--- src/hw/crf_consts.svh ---
`ifndef CRF_CONSTS_SVH
`define CRF_CONSTS_SVH

// Register byte offsets on the APB slave
`define CRF_OFF_R0    7'h00
`define CRF_OFF_R1    7'h04
`define CRF_OFF_R2    7'h08
`define CRF_OFF_R3    7'h0C
`define CRF_OFF_A0    7'h10
`define CRF_OFF_A1    7'h14
`define CRF_OFF_FB    7'h18
`define CRF_OFF_INTERRUPT_TABLE_BASE  7'h1C
`define CRF_OFF_PC    7'h20
`define CRF_OFF_USP   7'h24
`define CRF_OFF_ISP   7'h28
`define CRF_OFF_SB    7'h2C
`define CRF_OFF_FLG   7'h30
`define CRF_OFF_SP    7'h34
`define CRF_OFF_W20   7'h38
`define CRF_OFF_W31   7'h3C
`define CRF_OFF_WA    7'h40
`define CRF_OFF_R0U   7'h44
`define CRF_OFF_R0B   7'h48
`define CRF_OFF_R1U   7'h4C
`define CRF_OFF_R1B   7'h50

// Flag register bit positions
`define CRF_FLG_CARRY 0
`define CRF_FLG_DEBUG 1
`define CRF_FLG_ZERO  2
`define CRF_FLG_SIGN  3
`define CRF_FLG_BANK  4
`define CRF_FLG_OVF   5
`define CRF_FLG_IEN   6
`define CRF_FLG_STACK 7

// Reset values
`define CRF_RST_W16   16'h0000
`define CRF_RST_W20   20'h0_0000
`define CRF_RST_FLG   11'h000

`endif

--- src/hw/crf_pkg.sv ---
package crf_pkg;
`include "crf_consts.svh"

	// Register selector, word index of each APB offset
	typedef enum logic [4:0] {
		CRF_SEL_R0   = 5'(`CRF_OFF_R0 >> 2),
		CRF_SEL_R1   = 5'(`CRF_OFF_R1 >> 2),
		CRF_SEL_R2   = 5'(`CRF_OFF_R2 >> 2),
		CRF_SEL_R3   = 5'(`CRF_OFF_R3 >> 2),
		CRF_SEL_A0   = 5'(`CRF_OFF_A0 >> 2),
		CRF_SEL_A1   = 5'(`CRF_OFF_A1 >> 2),
		CRF_SEL_FB   = 5'(`CRF_OFF_FB >> 2),
		CRF_SEL_INTERRUPT_TABLE_BASE = 5'(`CRF_OFF_INTERRUPT_TABLE_BASE >> 2),
		CRF_SEL_PC   = 5'(`CRF_OFF_PC >> 2),
		CRF_SEL_USP  = 5'(`CRF_OFF_USP >> 2),
		CRF_SEL_ISP  = 5'(`CRF_OFF_ISP >> 2),
		CRF_SEL_SB   = 5'(`CRF_OFF_SB >> 2),
		CRF_SEL_FLG  = 5'(`CRF_OFF_FLG >> 2),
		CRF_SEL_SP   = 5'(`CRF_OFF_SP >> 2),
		CRF_SEL_W20  = 5'(`CRF_OFF_W20 >> 2),
		CRF_SEL_W31  = 5'(`CRF_OFF_W31 >> 2),
		CRF_SEL_WA   = 5'(`CRF_OFF_WA >> 2),
		CRF_SEL_R0U  = 5'(`CRF_OFF_R0U >> 2),
		CRF_SEL_R0B  = 5'(`CRF_OFF_R0B >> 2),
		CRF_SEL_R1U  = 5'(`CRF_OFF_R1U >> 2),
		CRF_SEL_R1B  = 5'(`CRF_OFF_R1B >> 2)
	} crf_sel_e;

	typedef logic [15:0] crf_word_t;
	typedef logic [19:0] crf_addr_t;
	typedef logic [10:0] crf_flags_t;
endpackage

--- src/hw/crf_core_regs.sv ---
// Local design decisions: register access over APB and the register addresses.
`timescale 1ns/1ps
`include "crf_consts.svh"

module crf_core_regs
	import crf_pkg::*;
(
	// Clock and reset
	input  wire logic        ref_clk,
	input  wire logic        rst_b,
	// APB slave
	input  wire logic        psel,
	input  wire logic        penable,
	input  wire logic        pwrite,
	input  wire logic [31:0] paddr,
	input  wire logic [31:0] pwdata,
	output logic      [31:0] prdata,
	output logic             pready,
	output logic             pslverr,
	// Core register write port
	input  wire logic        coreWrEn,
	input  wire logic [4:0]  coreWrSel,
	input  wire logic [31:0] coreWrData,
	// Core register read port
	input  wire logic [4:0]  coreRdSel,
	output logic      [31:0] coreRdData,
	// ALU flag update
	input  wire logic        aluFlagEn,
	input  wire logic        aluByte,
	input  wire logic [15:0] aluResult,
	input  wire logic        aluCarry,
	input  wire logic        aluOverflow,
	// Program counter control
	input  wire logic        pcLoad,
	input  wire logic [19:0] pcLoadValue,
	input  wire logic        pcAdvance,
	input  wire logic [2:0]  pcStep,
	// Stack pointer update
	input  wire logic        spWrEn,
	input  wire logic [15:0] spWrData,
	// Views for addressing and sequencing
	output logic      [19:0] programCounter,
	output logic      [15:0] stackPointer,
	output logic      [15:0] frameBase,
	output logic      [15:0] staticBase,
	output logic      [19:0] intTableBase,
	output logic      [15:0] addrReg0,
	output logic      [15:0] addrReg1,
	output logic      [10:0] flags
);

	// Banked registers: data, address and frame base
	crf_word_t  dataBank_q [2][4];
	crf_word_t  dataBank_d [2][4];
	crf_word_t  addrBank_q [2][2];
	crf_word_t  addrBank_d [2][2];
	crf_word_t  fbBank_q   [2];
	crf_word_t  fbBank_d   [2];
	// Common registers
	crf_addr_t  interrupt_table_base_q;
	crf_addr_t  interrupt_table_base_d;
	crf_addr_t  pc_q;
	crf_addr_t  pc_d;
	crf_word_t  usp_q;
	crf_word_t  usp_d;
	crf_word_t  isp_q;
	crf_word_t  isp_d;
	crf_word_t  sb_q;
	crf_word_t  sb_d;
	crf_flags_t flags_q;
	crf_flags_t flags_d;
	// Bus side
	logic [31:0] prdata_q;
	logic        pready_q;
	logic        pslverr_q;
	logic [31:0] coreRd_q;
	logic [15:0] sp_q;
	logic [15:0] fbOut_q;
	logic [15:0] a0Out_q;
	logic [15:0] a1Out_q;
	logic        bank;
	logic        busAccess;
	logic        busCommit;
	logic [4:0]  busSel;
	logic        busMapped;
	logic        busReadOnly;
	logic        busFirst;
	logic        busErr;
	logic        stackSel;

	assign bank = flags_q[`CRF_FLG_BANK];

	// stack flag as held before the edge
	assign stackSel = flags_q[`CRF_FLG_STACK];

	// Bus decode; commit only at the edge that samples pready high
	assign busAccess   = psel & penable;
	assign busFirst    = busAccess & ~pready_q;
	assign busCommit   = busAccess & pready_q & pwrite & ~busErr;
	assign busSel      = paddr[6:2];
	assign busMapped   = isMapped(paddr);
	assign busReadOnly = (busSel == CRF_SEL_PC);
	// Unmapped, or a write to the read-only counter
	assign busErr      = ~busMapped | (pwrite & busReadOnly);

	// Address decode, used for bus accesses only; core reads are not checked
	function automatic logic isMapped(input logic [31:0] addr);
		isMapped = (addr[31:7] == 25'h000_0000) && (addr[1:0] == 2'b00)
			&& (addr[6:2] <= CRF_SEL_R1B);
	endfunction

	// Register read mux, used by the bus and the core port
	function automatic logic [31:0] readSel(input logic [4:0] sel);
		readSel = 32'h0000_0000;
		case (sel)
			CRF_SEL_R0, CRF_SEL_R1, CRF_SEL_R2, CRF_SEL_R3:
				readSel[15:0] = dataBank_q[bank][sel[1:0]];
			CRF_SEL_A0:   readSel[15:0] = addrBank_q[bank][0];
			CRF_SEL_A1:   readSel[15:0] = addrBank_q[bank][1];
			CRF_SEL_FB:   readSel[15:0] = fbBank_q[bank];
			CRF_SEL_INTERRUPT_TABLE_BASE: readSel[19:0] = interrupt_table_base_q;
			CRF_SEL_PC:   readSel[19:0] = pc_q;
			CRF_SEL_USP:  readSel[15:0] = usp_q;
			CRF_SEL_ISP:  readSel[15:0] = isp_q;
			CRF_SEL_SB:   readSel[15:0] = sb_q;
			CRF_SEL_FLG:  readSel[10:0] = flags_q;
			CRF_SEL_SP:   readSel[15:0] = stackSel ? isp_q : usp_q;
			CRF_SEL_W20:  readSel = {dataBank_q[bank][2], dataBank_q[bank][0]};
			CRF_SEL_W31:  readSel = {dataBank_q[bank][3], dataBank_q[bank][1]};
			CRF_SEL_WA:   readSel = {addrBank_q[bank][1], addrBank_q[bank][0]};
			CRF_SEL_R0U:  readSel[7:0] = dataBank_q[bank][0][15:8];
			CRF_SEL_R0B:  readSel[7:0] = dataBank_q[bank][0][7:0];
			CRF_SEL_R1U:  readSel[7:0] = dataBank_q[bank][1][15:8];
			CRF_SEL_R1B:  readSel[7:0] = dataBank_q[bank][1][7:0];
			default:      readSel = 32'h0000_0000;
		endcase
	endfunction

	// Next state of every register; bus write is applied last and wins
	always_comb
	begin
		logic        wrEn;
		logic [4:0]  wrSel;
		logic [31:0] wrData;
		wrEn     = 1'b0;
		wrSel    = 5'h00;
		wrData   = 32'h0000_0000;
		dataBank_d = dataBank_q;
		addrBank_d = addrBank_q;
		fbBank_d   = fbBank_q;
		interrupt_table_base_d     = interrupt_table_base_q;
		pc_d       = pc_q;
		usp_d      = usp_q;
		isp_d      = isp_q;
		sb_d       = sb_q;
		flags_d    = flags_q;
		if (pcLoad)
			pc_d = pcLoadValue;
		else if (pcAdvance)
			pc_d = pc_q + {17'h0_0000, pcStep};
		if (aluFlagEn)
		begin
			flags_d[`CRF_FLG_CARRY] = aluCarry;
			flags_d[`CRF_FLG_ZERO] = aluByte ? (aluResult[7:0] == 8'h00)
				: (aluResult == 16'h0000);
			flags_d[`CRF_FLG_SIGN] = aluByte ? aluResult[7] : aluResult[15];
			flags_d[`CRF_FLG_OVF] = aluOverflow;
		end
		// stack flag picks the pointer
		// A flag write in the same cycle steers only later pushes
		if (spWrEn)
		begin
			if (stackSel)
				isp_d = spWrData;
			else
				usp_d = spWrData;
		end
		// Core port first, then the bus
		for (int p = 0; p < 2; p++)
		begin
			wrEn   = (p == 0) ? coreWrEn : busCommit;
			wrSel  = (p == 0) ? coreWrSel : busSel;
			wrData = (p == 0) ? coreWrData : pwdata;
			if (wrEn)
			begin
				case (wrSel)
					CRF_SEL_R0, CRF_SEL_R1, CRF_SEL_R2, CRF_SEL_R3:
						dataBank_d[bank][wrSel[1:0]] = wrData[15:0];
					CRF_SEL_A0:   addrBank_d[bank][0] = wrData[15:0];
					CRF_SEL_A1:   addrBank_d[bank][1] = wrData[15:0];
					CRF_SEL_FB:   fbBank_d[bank] = wrData[15:0];
					CRF_SEL_INTERRUPT_TABLE_BASE: interrupt_table_base_d = wrData[19:0];
					CRF_SEL_PC:   pc_d = wrData[19:0];
					CRF_SEL_USP:  usp_d = wrData[15:0];
					CRF_SEL_ISP:  isp_d = wrData[15:0];
					CRF_SEL_SB:   sb_d = wrData[15:0];
					CRF_SEL_FLG:  flags_d = wrData[10:0];
					CRF_SEL_SP:
					begin
						if (stackSel)
							isp_d = wrData[15:0];
						else
							usp_d = wrData[15:0];
					end
					CRF_SEL_W20:
					begin
						dataBank_d[bank][0] = wrData[15:0];
						dataBank_d[bank][2] = wrData[31:16];
					end
					CRF_SEL_W31:
					begin
						dataBank_d[bank][1] = wrData[15:0];
						dataBank_d[bank][3] = wrData[31:16];
					end
					CRF_SEL_WA:
					begin
						addrBank_d[bank][0] = wrData[15:0];
						addrBank_d[bank][1] = wrData[31:16];
					end
					CRF_SEL_R0U:  dataBank_d[bank][0][15:8] = wrData[7:0];
					CRF_SEL_R0B:  dataBank_d[bank][0][7:0] = wrData[7:0];
					CRF_SEL_R1U:  dataBank_d[bank][1][15:8] = wrData[7:0];
					CRF_SEL_R1B:  dataBank_d[bank][1][7:0] = wrData[7:0];
					default:      ;
				endcase
			end
		end
	end

	// Register state; debug flag is stored as written, software keeps it 0
	always_ff @(posedge ref_clk or negedge rst_b)
	begin
		if (!rst_b)
		begin
			for (int b = 0; b < 2; b++)
			begin
				for (int r = 0; r < 4; r++)
					dataBank_q[b][r] <= `CRF_RST_W16;
				addrBank_q[b][0] <= `CRF_RST_W16;
				addrBank_q[b][1] <= `CRF_RST_W16;
				fbBank_q[b]      <= `CRF_RST_W16;
			end
			interrupt_table_base_q  <= `CRF_RST_W20;
			pc_q    <= `CRF_RST_W20;
			usp_q   <= `CRF_RST_W16;
			isp_q   <= `CRF_RST_W16;
			sb_q    <= `CRF_RST_W16;
			flags_q <= `CRF_RST_FLG;
		end
		else
		begin
			dataBank_q <= dataBank_d;
			addrBank_q <= addrBank_d;
			fbBank_q   <= fbBank_d;
			interrupt_table_base_q     <= interrupt_table_base_d;
			pc_q       <= pc_d;
			usp_q      <= usp_d;
			isp_q      <= isp_d;
			sb_q       <= sb_d;
			flags_q    <= flags_d;
		end
	end

	// APB answer: one wait state so read data comes from a flop
	always_ff @(posedge ref_clk or negedge rst_b)
	begin
		if (!rst_b)
		begin
			pready_q  <= 1'b0;
			prdata_q  <= 32'h0000_0000;
			pslverr_q <= 1'b0;
		end
		else
		begin
			pready_q  <= busFirst;
			prdata_q  <= 32'h0000_0000;
			pslverr_q <= 1'b0;
			// First access cycle only; the answer then stands one cycle
			if (busFirst)
			begin
				if (busMapped && !pwrite)
					prdata_q <= readSel(busSel);
				pslverr_q <= busErr;
			end
		end
	end

	// Views taken from next values so they match state; core read port from current values
	always_ff @(posedge ref_clk or negedge rst_b)
	begin
		if (!rst_b)
		begin
			coreRd_q <= 32'h0000_0000;
			sp_q     <= `CRF_RST_W16;
			fbOut_q  <= `CRF_RST_W16;
			a0Out_q  <= `CRF_RST_W16;
			a1Out_q  <= `CRF_RST_W16;
		end
		else
		begin
			coreRd_q <= readSel(coreRdSel);
			sp_q     <= flags_d[`CRF_FLG_STACK] ? isp_d : usp_d;
			fbOut_q  <= fbBank_d[flags_d[`CRF_FLG_BANK]];
			a0Out_q  <= addrBank_d[flags_d[`CRF_FLG_BANK]][0];
			a1Out_q  <= addrBank_d[flags_d[`CRF_FLG_BANK]][1];
		end
	end

	// Output drive, all from flops
	assign prdata         = prdata_q;
	assign pready         = pready_q;
	assign pslverr        = pslverr_q;
	assign coreRdData     = coreRd_q;
	assign programCounter = pc_q;
	assign stackPointer   = sp_q;
	assign frameBase      = fbOut_q;
	assign staticBase     = sb_q;
	assign intTableBase   = interrupt_table_base_q;
	assign addrReg0       = a0Out_q;
	assign addrReg1       = a1Out_q;
	assign flags          = flags_q;

endmodule // crf_core_regs

--- config.mk ---
export PLATFORM = sky130hd
export DESIGN_NAME = crf_core_regs
export DESIGN_NICKNAME = d
export VERILOG_FILES = /design/src/hw/crf_pkg.sv /design/src/hw/crf_core_regs.sv
export VERILOG_INCLUDE_DIRS = /design/src /design/src/hw
export SDC_FILE = /design/constraint.sdc
export NUM_CORES = 2
export LEC_CHECK = 0
export CORE_ASPECT_RATIO = 0.75
export CORE_MARGIN = 10
export CORE_UTILIZATION = 30
export DETAILED_ROUTE_END_ITERATION = 7
export DONT_BUFFER_PORTS = 1
export PLACE_DENSITY = 0.44
export SLEW_MARGIN = 5
export SYNTH_ARGS = -nofsm -noshare
export SYNTH_HDL_FRONTEND = slang
export SYNTH_SLANG_ARGS = --single-unit
--- constraint.sdc ---
create_clock -name ref_clk -period 4.01 [get_ports ref_clk]
set_input_delay 0.802 -clock ref_clk [delete_from_list [all_inputs] [get_ports ref_clk]]
set_output_delay 0.802 -clock ref_clk [all_outputs]
set_load 0.05 [all_outputs]
==> impl_metrics.json <==
{
  "finalSetupViolations": 0,
  "drive_gt1_frac": 0.1465,
  "fin_area_mm2": 0.03444,
  "combPwrFrac": 0.216,
  "start_util": 0.3027,
  "finalCriticalPeriod_ps": 3422,
  "clock.fmax_ghz": 0.2923,
  "violations": "negative hold slack, max-slew violations",
  "synthTopCellsByArea": "dfrtp_1, mux2i_1, a22oi_1, nor2_1, a21oi_1",
  "grt-ovfl-total": 0,
  "syn_area_mm2": 0.03068,
  "place_inst": 4648,
  "numCtsBuffers": 53,
  "grt_pass1_vias": 29490,
  "cts_resized": 0,
  "nets": 3542,
  "drt-initial-drc-count": 5276,
  "dieArea_mm2": 0.1156,
  "path_class": "reg2reg",
  "clk_pin_slew_ps": 60,
  "synth_edf_count": 0,
  "design.core.area_mm2": 0.1014,
  "finalHoldViolations": 57,
  "layout.cells.non_filler": 4748,
  "grt_use_total": 0.3088,
  "slew_violations": 195,
  "yosysTopAreaCell": "dfrtp_1",
  "power_density_mw_per_mm2": 457.7,
  "fp.dieH_um": 297.0,
  "maxCapViolCount": 0,
  "io_buffers": 0,
  "r2r_setup_slack_ps": 590,
  "cts_max_path_buffers": 3,
  "synth_nets": 3614,
  "cp_slowest_cell": "dfrtp_4",
  "clkSinkCount": 453,
  "fin_crit_sh": 0.8533,
  "worstSetupEndpointType": "register",
  "gp_congestion": 1.040,
  "p_sw_mw": 6.273,
  "clockPowerShare": 0.334,
  "cts-root-buf": "clkbuf_16",
  "holdCritPathClass": "in2async",
  "drc": 0,
  "grt_first_pass_wirelength_um": 256500,
  "wl_um": 188000,
  "pwr-share-seq": 0.450,
  "synth_seq_cells": 453,
  "ys_types": 107,
  "finalSetupTns_ps": 0,
  "die_w_um": 389.3,
  "drtAntennaViolNets": 0,
  "power.leakage_nw": 14.38,
  "syn2layout_area_growth_pct": 12.24,
  "fin_util": 0.3398,
  "outcome": "finished with violations",
  "cp_max_fo": 36,
  "grt_max_degree": 454,
  "synth_top_cell_area_share": 0.3694,
  "worst-path-buf-inv": 1,
  "path_delay_family": "compound AO/OA/AOI/OAI gates",
  "cts_setup_buffers": 0,
  "antenna_found_initial": 9,
  "htreeDepth": 2,
  "fin_skew_ps": 49.75,
  "core.rowCount": 101,
  "synth_area_per_cell_um2": 8.930,
  "syn_inst": 3436,
  "cp.required_ps": 4460,
  "slowest_delay_ps": 910,
  "clk_latency_ps": 680,
  "timing.slew.headroom": -0.3100,
  "routed_via_density": 6.638,
  "filler_cell_count": 10510,
  "hold_ws_ps": -124.7,
  "wire_per_inst_um": 39.60,
  "synthFlopType": "dfrtp_1",
  "postPlaceCellArea_mm2": 0.03258,
  "yosys_warnings": 0,
  "arrival_ps": 3870,
  "rsz0062_at_grt": "false",
  "start_kind": "register",
  "io_pins": 371,
  "swShare": 0.3979,
  "vias": 31520,
  "tightest_slew_ps": 1965,
  "ys_seq_area_frac": 0.3694,
  "peakVddDrop_v": 0.0003275,
  "path_cells": "buf_4, mux2_2, a221o_1, a2111oi_0, o211ai_1",
  "internal_power_mw": 9.490,
  "post-dp-hpwl_um": 136000,
  "synthArstFlopShare": 1.000,
  "drt_first_pass_iters": 6,
  "cts_tree": "yes"
}
[path summary, 6_finish.rpt]
check	startpoint	end	cells after the start
setup / recovery	flags[4]	coreRdData[14]	5
hold / removal	rst_b	dataBank_q[86]	0
setup reg to reg	flags[4]	coreRdData[14]	5
hold reg to reg	addrBank_q[45]	addrBank_q[45]	1
max in group asynchronous	rst_b	flags[4]	0
min in group ref_clk	pwdata[14]	addrBank_q[30]	2
[power groups by stage]
stage,clock network (mW),registers (mW),logic [mW]
6_report,5.27,7.09,3.41
5_1_grt,5.47,7.14,3.56
4_1_cts,5.33,7.07,3.27
3_5_place_dp,0,7.15,3.26
3_3_place_gp,0,7.15,3.26
2_1_floorplan,0,6.68,2.16
[per-layer routing]
metal | part of all wire | GRT usage | vias to the layer above
met5 | 0.00023 | 0 | -
li1 | - | - | 12880
met4 | 0.039 | 0.1065 | 6
met1 | 0.42 | 0.4249 | 15830
met3 | 0.14 | 0.1293 | 370
met2 | 0.40 | 0.4270 | 2430
[registers in the layout, indices dropped and copies added (netlist names)]
register / cells
pready: 1
fbBank_q: 32
isp_q: 16
frameBase: 16
stackPointer: 16
addrBank_q: 64
addrReg0: 16
usp_q: 16
prdata: 32
programCounter: 20
pslverr: 1
coreRdData: 32
intTableBase: 20
flags: 11
dataBank_q: 128
staticBase: 16
addrReg1: 16
[Yosys cell counts, types with 10 or more instances]
library cell  count
o221ai_1         11
mux2_2          101
nand2_1         329
mux4_2           31
nor2b_1          22
inv_1            24
a221oi_1         84
buf_1            31
a222oi_1         12
a21oi_1         247
clkbuf_1        205
a22oi_1         219
a31oi_1          51
nor3b_1          15
o2bb2ai_1        38
mux2i_1         262
or3_1            13
and3_1           27
o31ai_1          21
mux2_1           21
and4_1           10
nor3_1           33
a22o_1           59
a211oi_1         18
nand4_1          18
a221o_1          28
buf_6            13
nor4_1           24
o22ai_1          97
nor2_1          330
a21o_1           14
o21a_1           16
nand3_1          55
nand2b_1         22
buf_2            81
xnor2_1          13
and2_1           21
nand3b_1         10
o211ai_1         14
dfrtp_1         453
o21ai_0         182
[through the flow]
step	power, mW	setup WS [ps]
5_1_grt	16.16	586.4
4_1_cts	15.67	692.8
2_1_floorplan	8.832	931.2
6_report	15.76	588.4
3_3_place_gp	10.42	512.2
3_5_place_dp	10.41	490.2
[cells by family after synthesis]
logic type               count (synthesis)  share of synthesized area
XOR/XNOR                                20                   0.005709
AND/OR/NAND/NOR                        981                     0.1497
buffers and inverters                  362                    0.05150
adder cells (fa/ha/maj)                  4                   0.001876
AO/OA/AOI/OAI                         1200                     0.2680
flip-flops                             453                     0.3694
multiplexers                           416                     0.1537
[worst register-to-register path: stages (launching register included)]
cell,delay (ps)
dfrtp_4,910
buf_4,410
mux2_2,530
a221o_1,380
a2111oi_0,680
o211ai_1,280
[cell type report]
class                      instances  area [um^2]  area share
sequential                       453        11340      0.3293
antenna                            3        7.507   0.0002180
timing repair buffer             208         1624     0.04716
inverter                          27        105.1    0.003052
clock inverter                    21        297.8    0.008647
multi-input combinational       2621        17840      0.5179
tap                             1339         1675     0.04865
clock buffer                      76         1553     0.04509
[cells in the final DEF, fill, tap and decap left out, drive strengths merged, types with 28 or more instances in the layout]
master / n
mux2i: 263
a221oi: 84
nor2: 332
dfrtp: 453
o22ai: 97
a22oi: 220
nand2: 330
a21oi: 251
mux4: 31
a22o: 59
nor3: 38
o21ai: 191
nand3: 58
buf: 208
a31oi: 51
mux2: 122
a221o: 28
o2bb2ai: 38
clkbuf: 76
No activity file was read; power rests on OpenSTA's default activity.
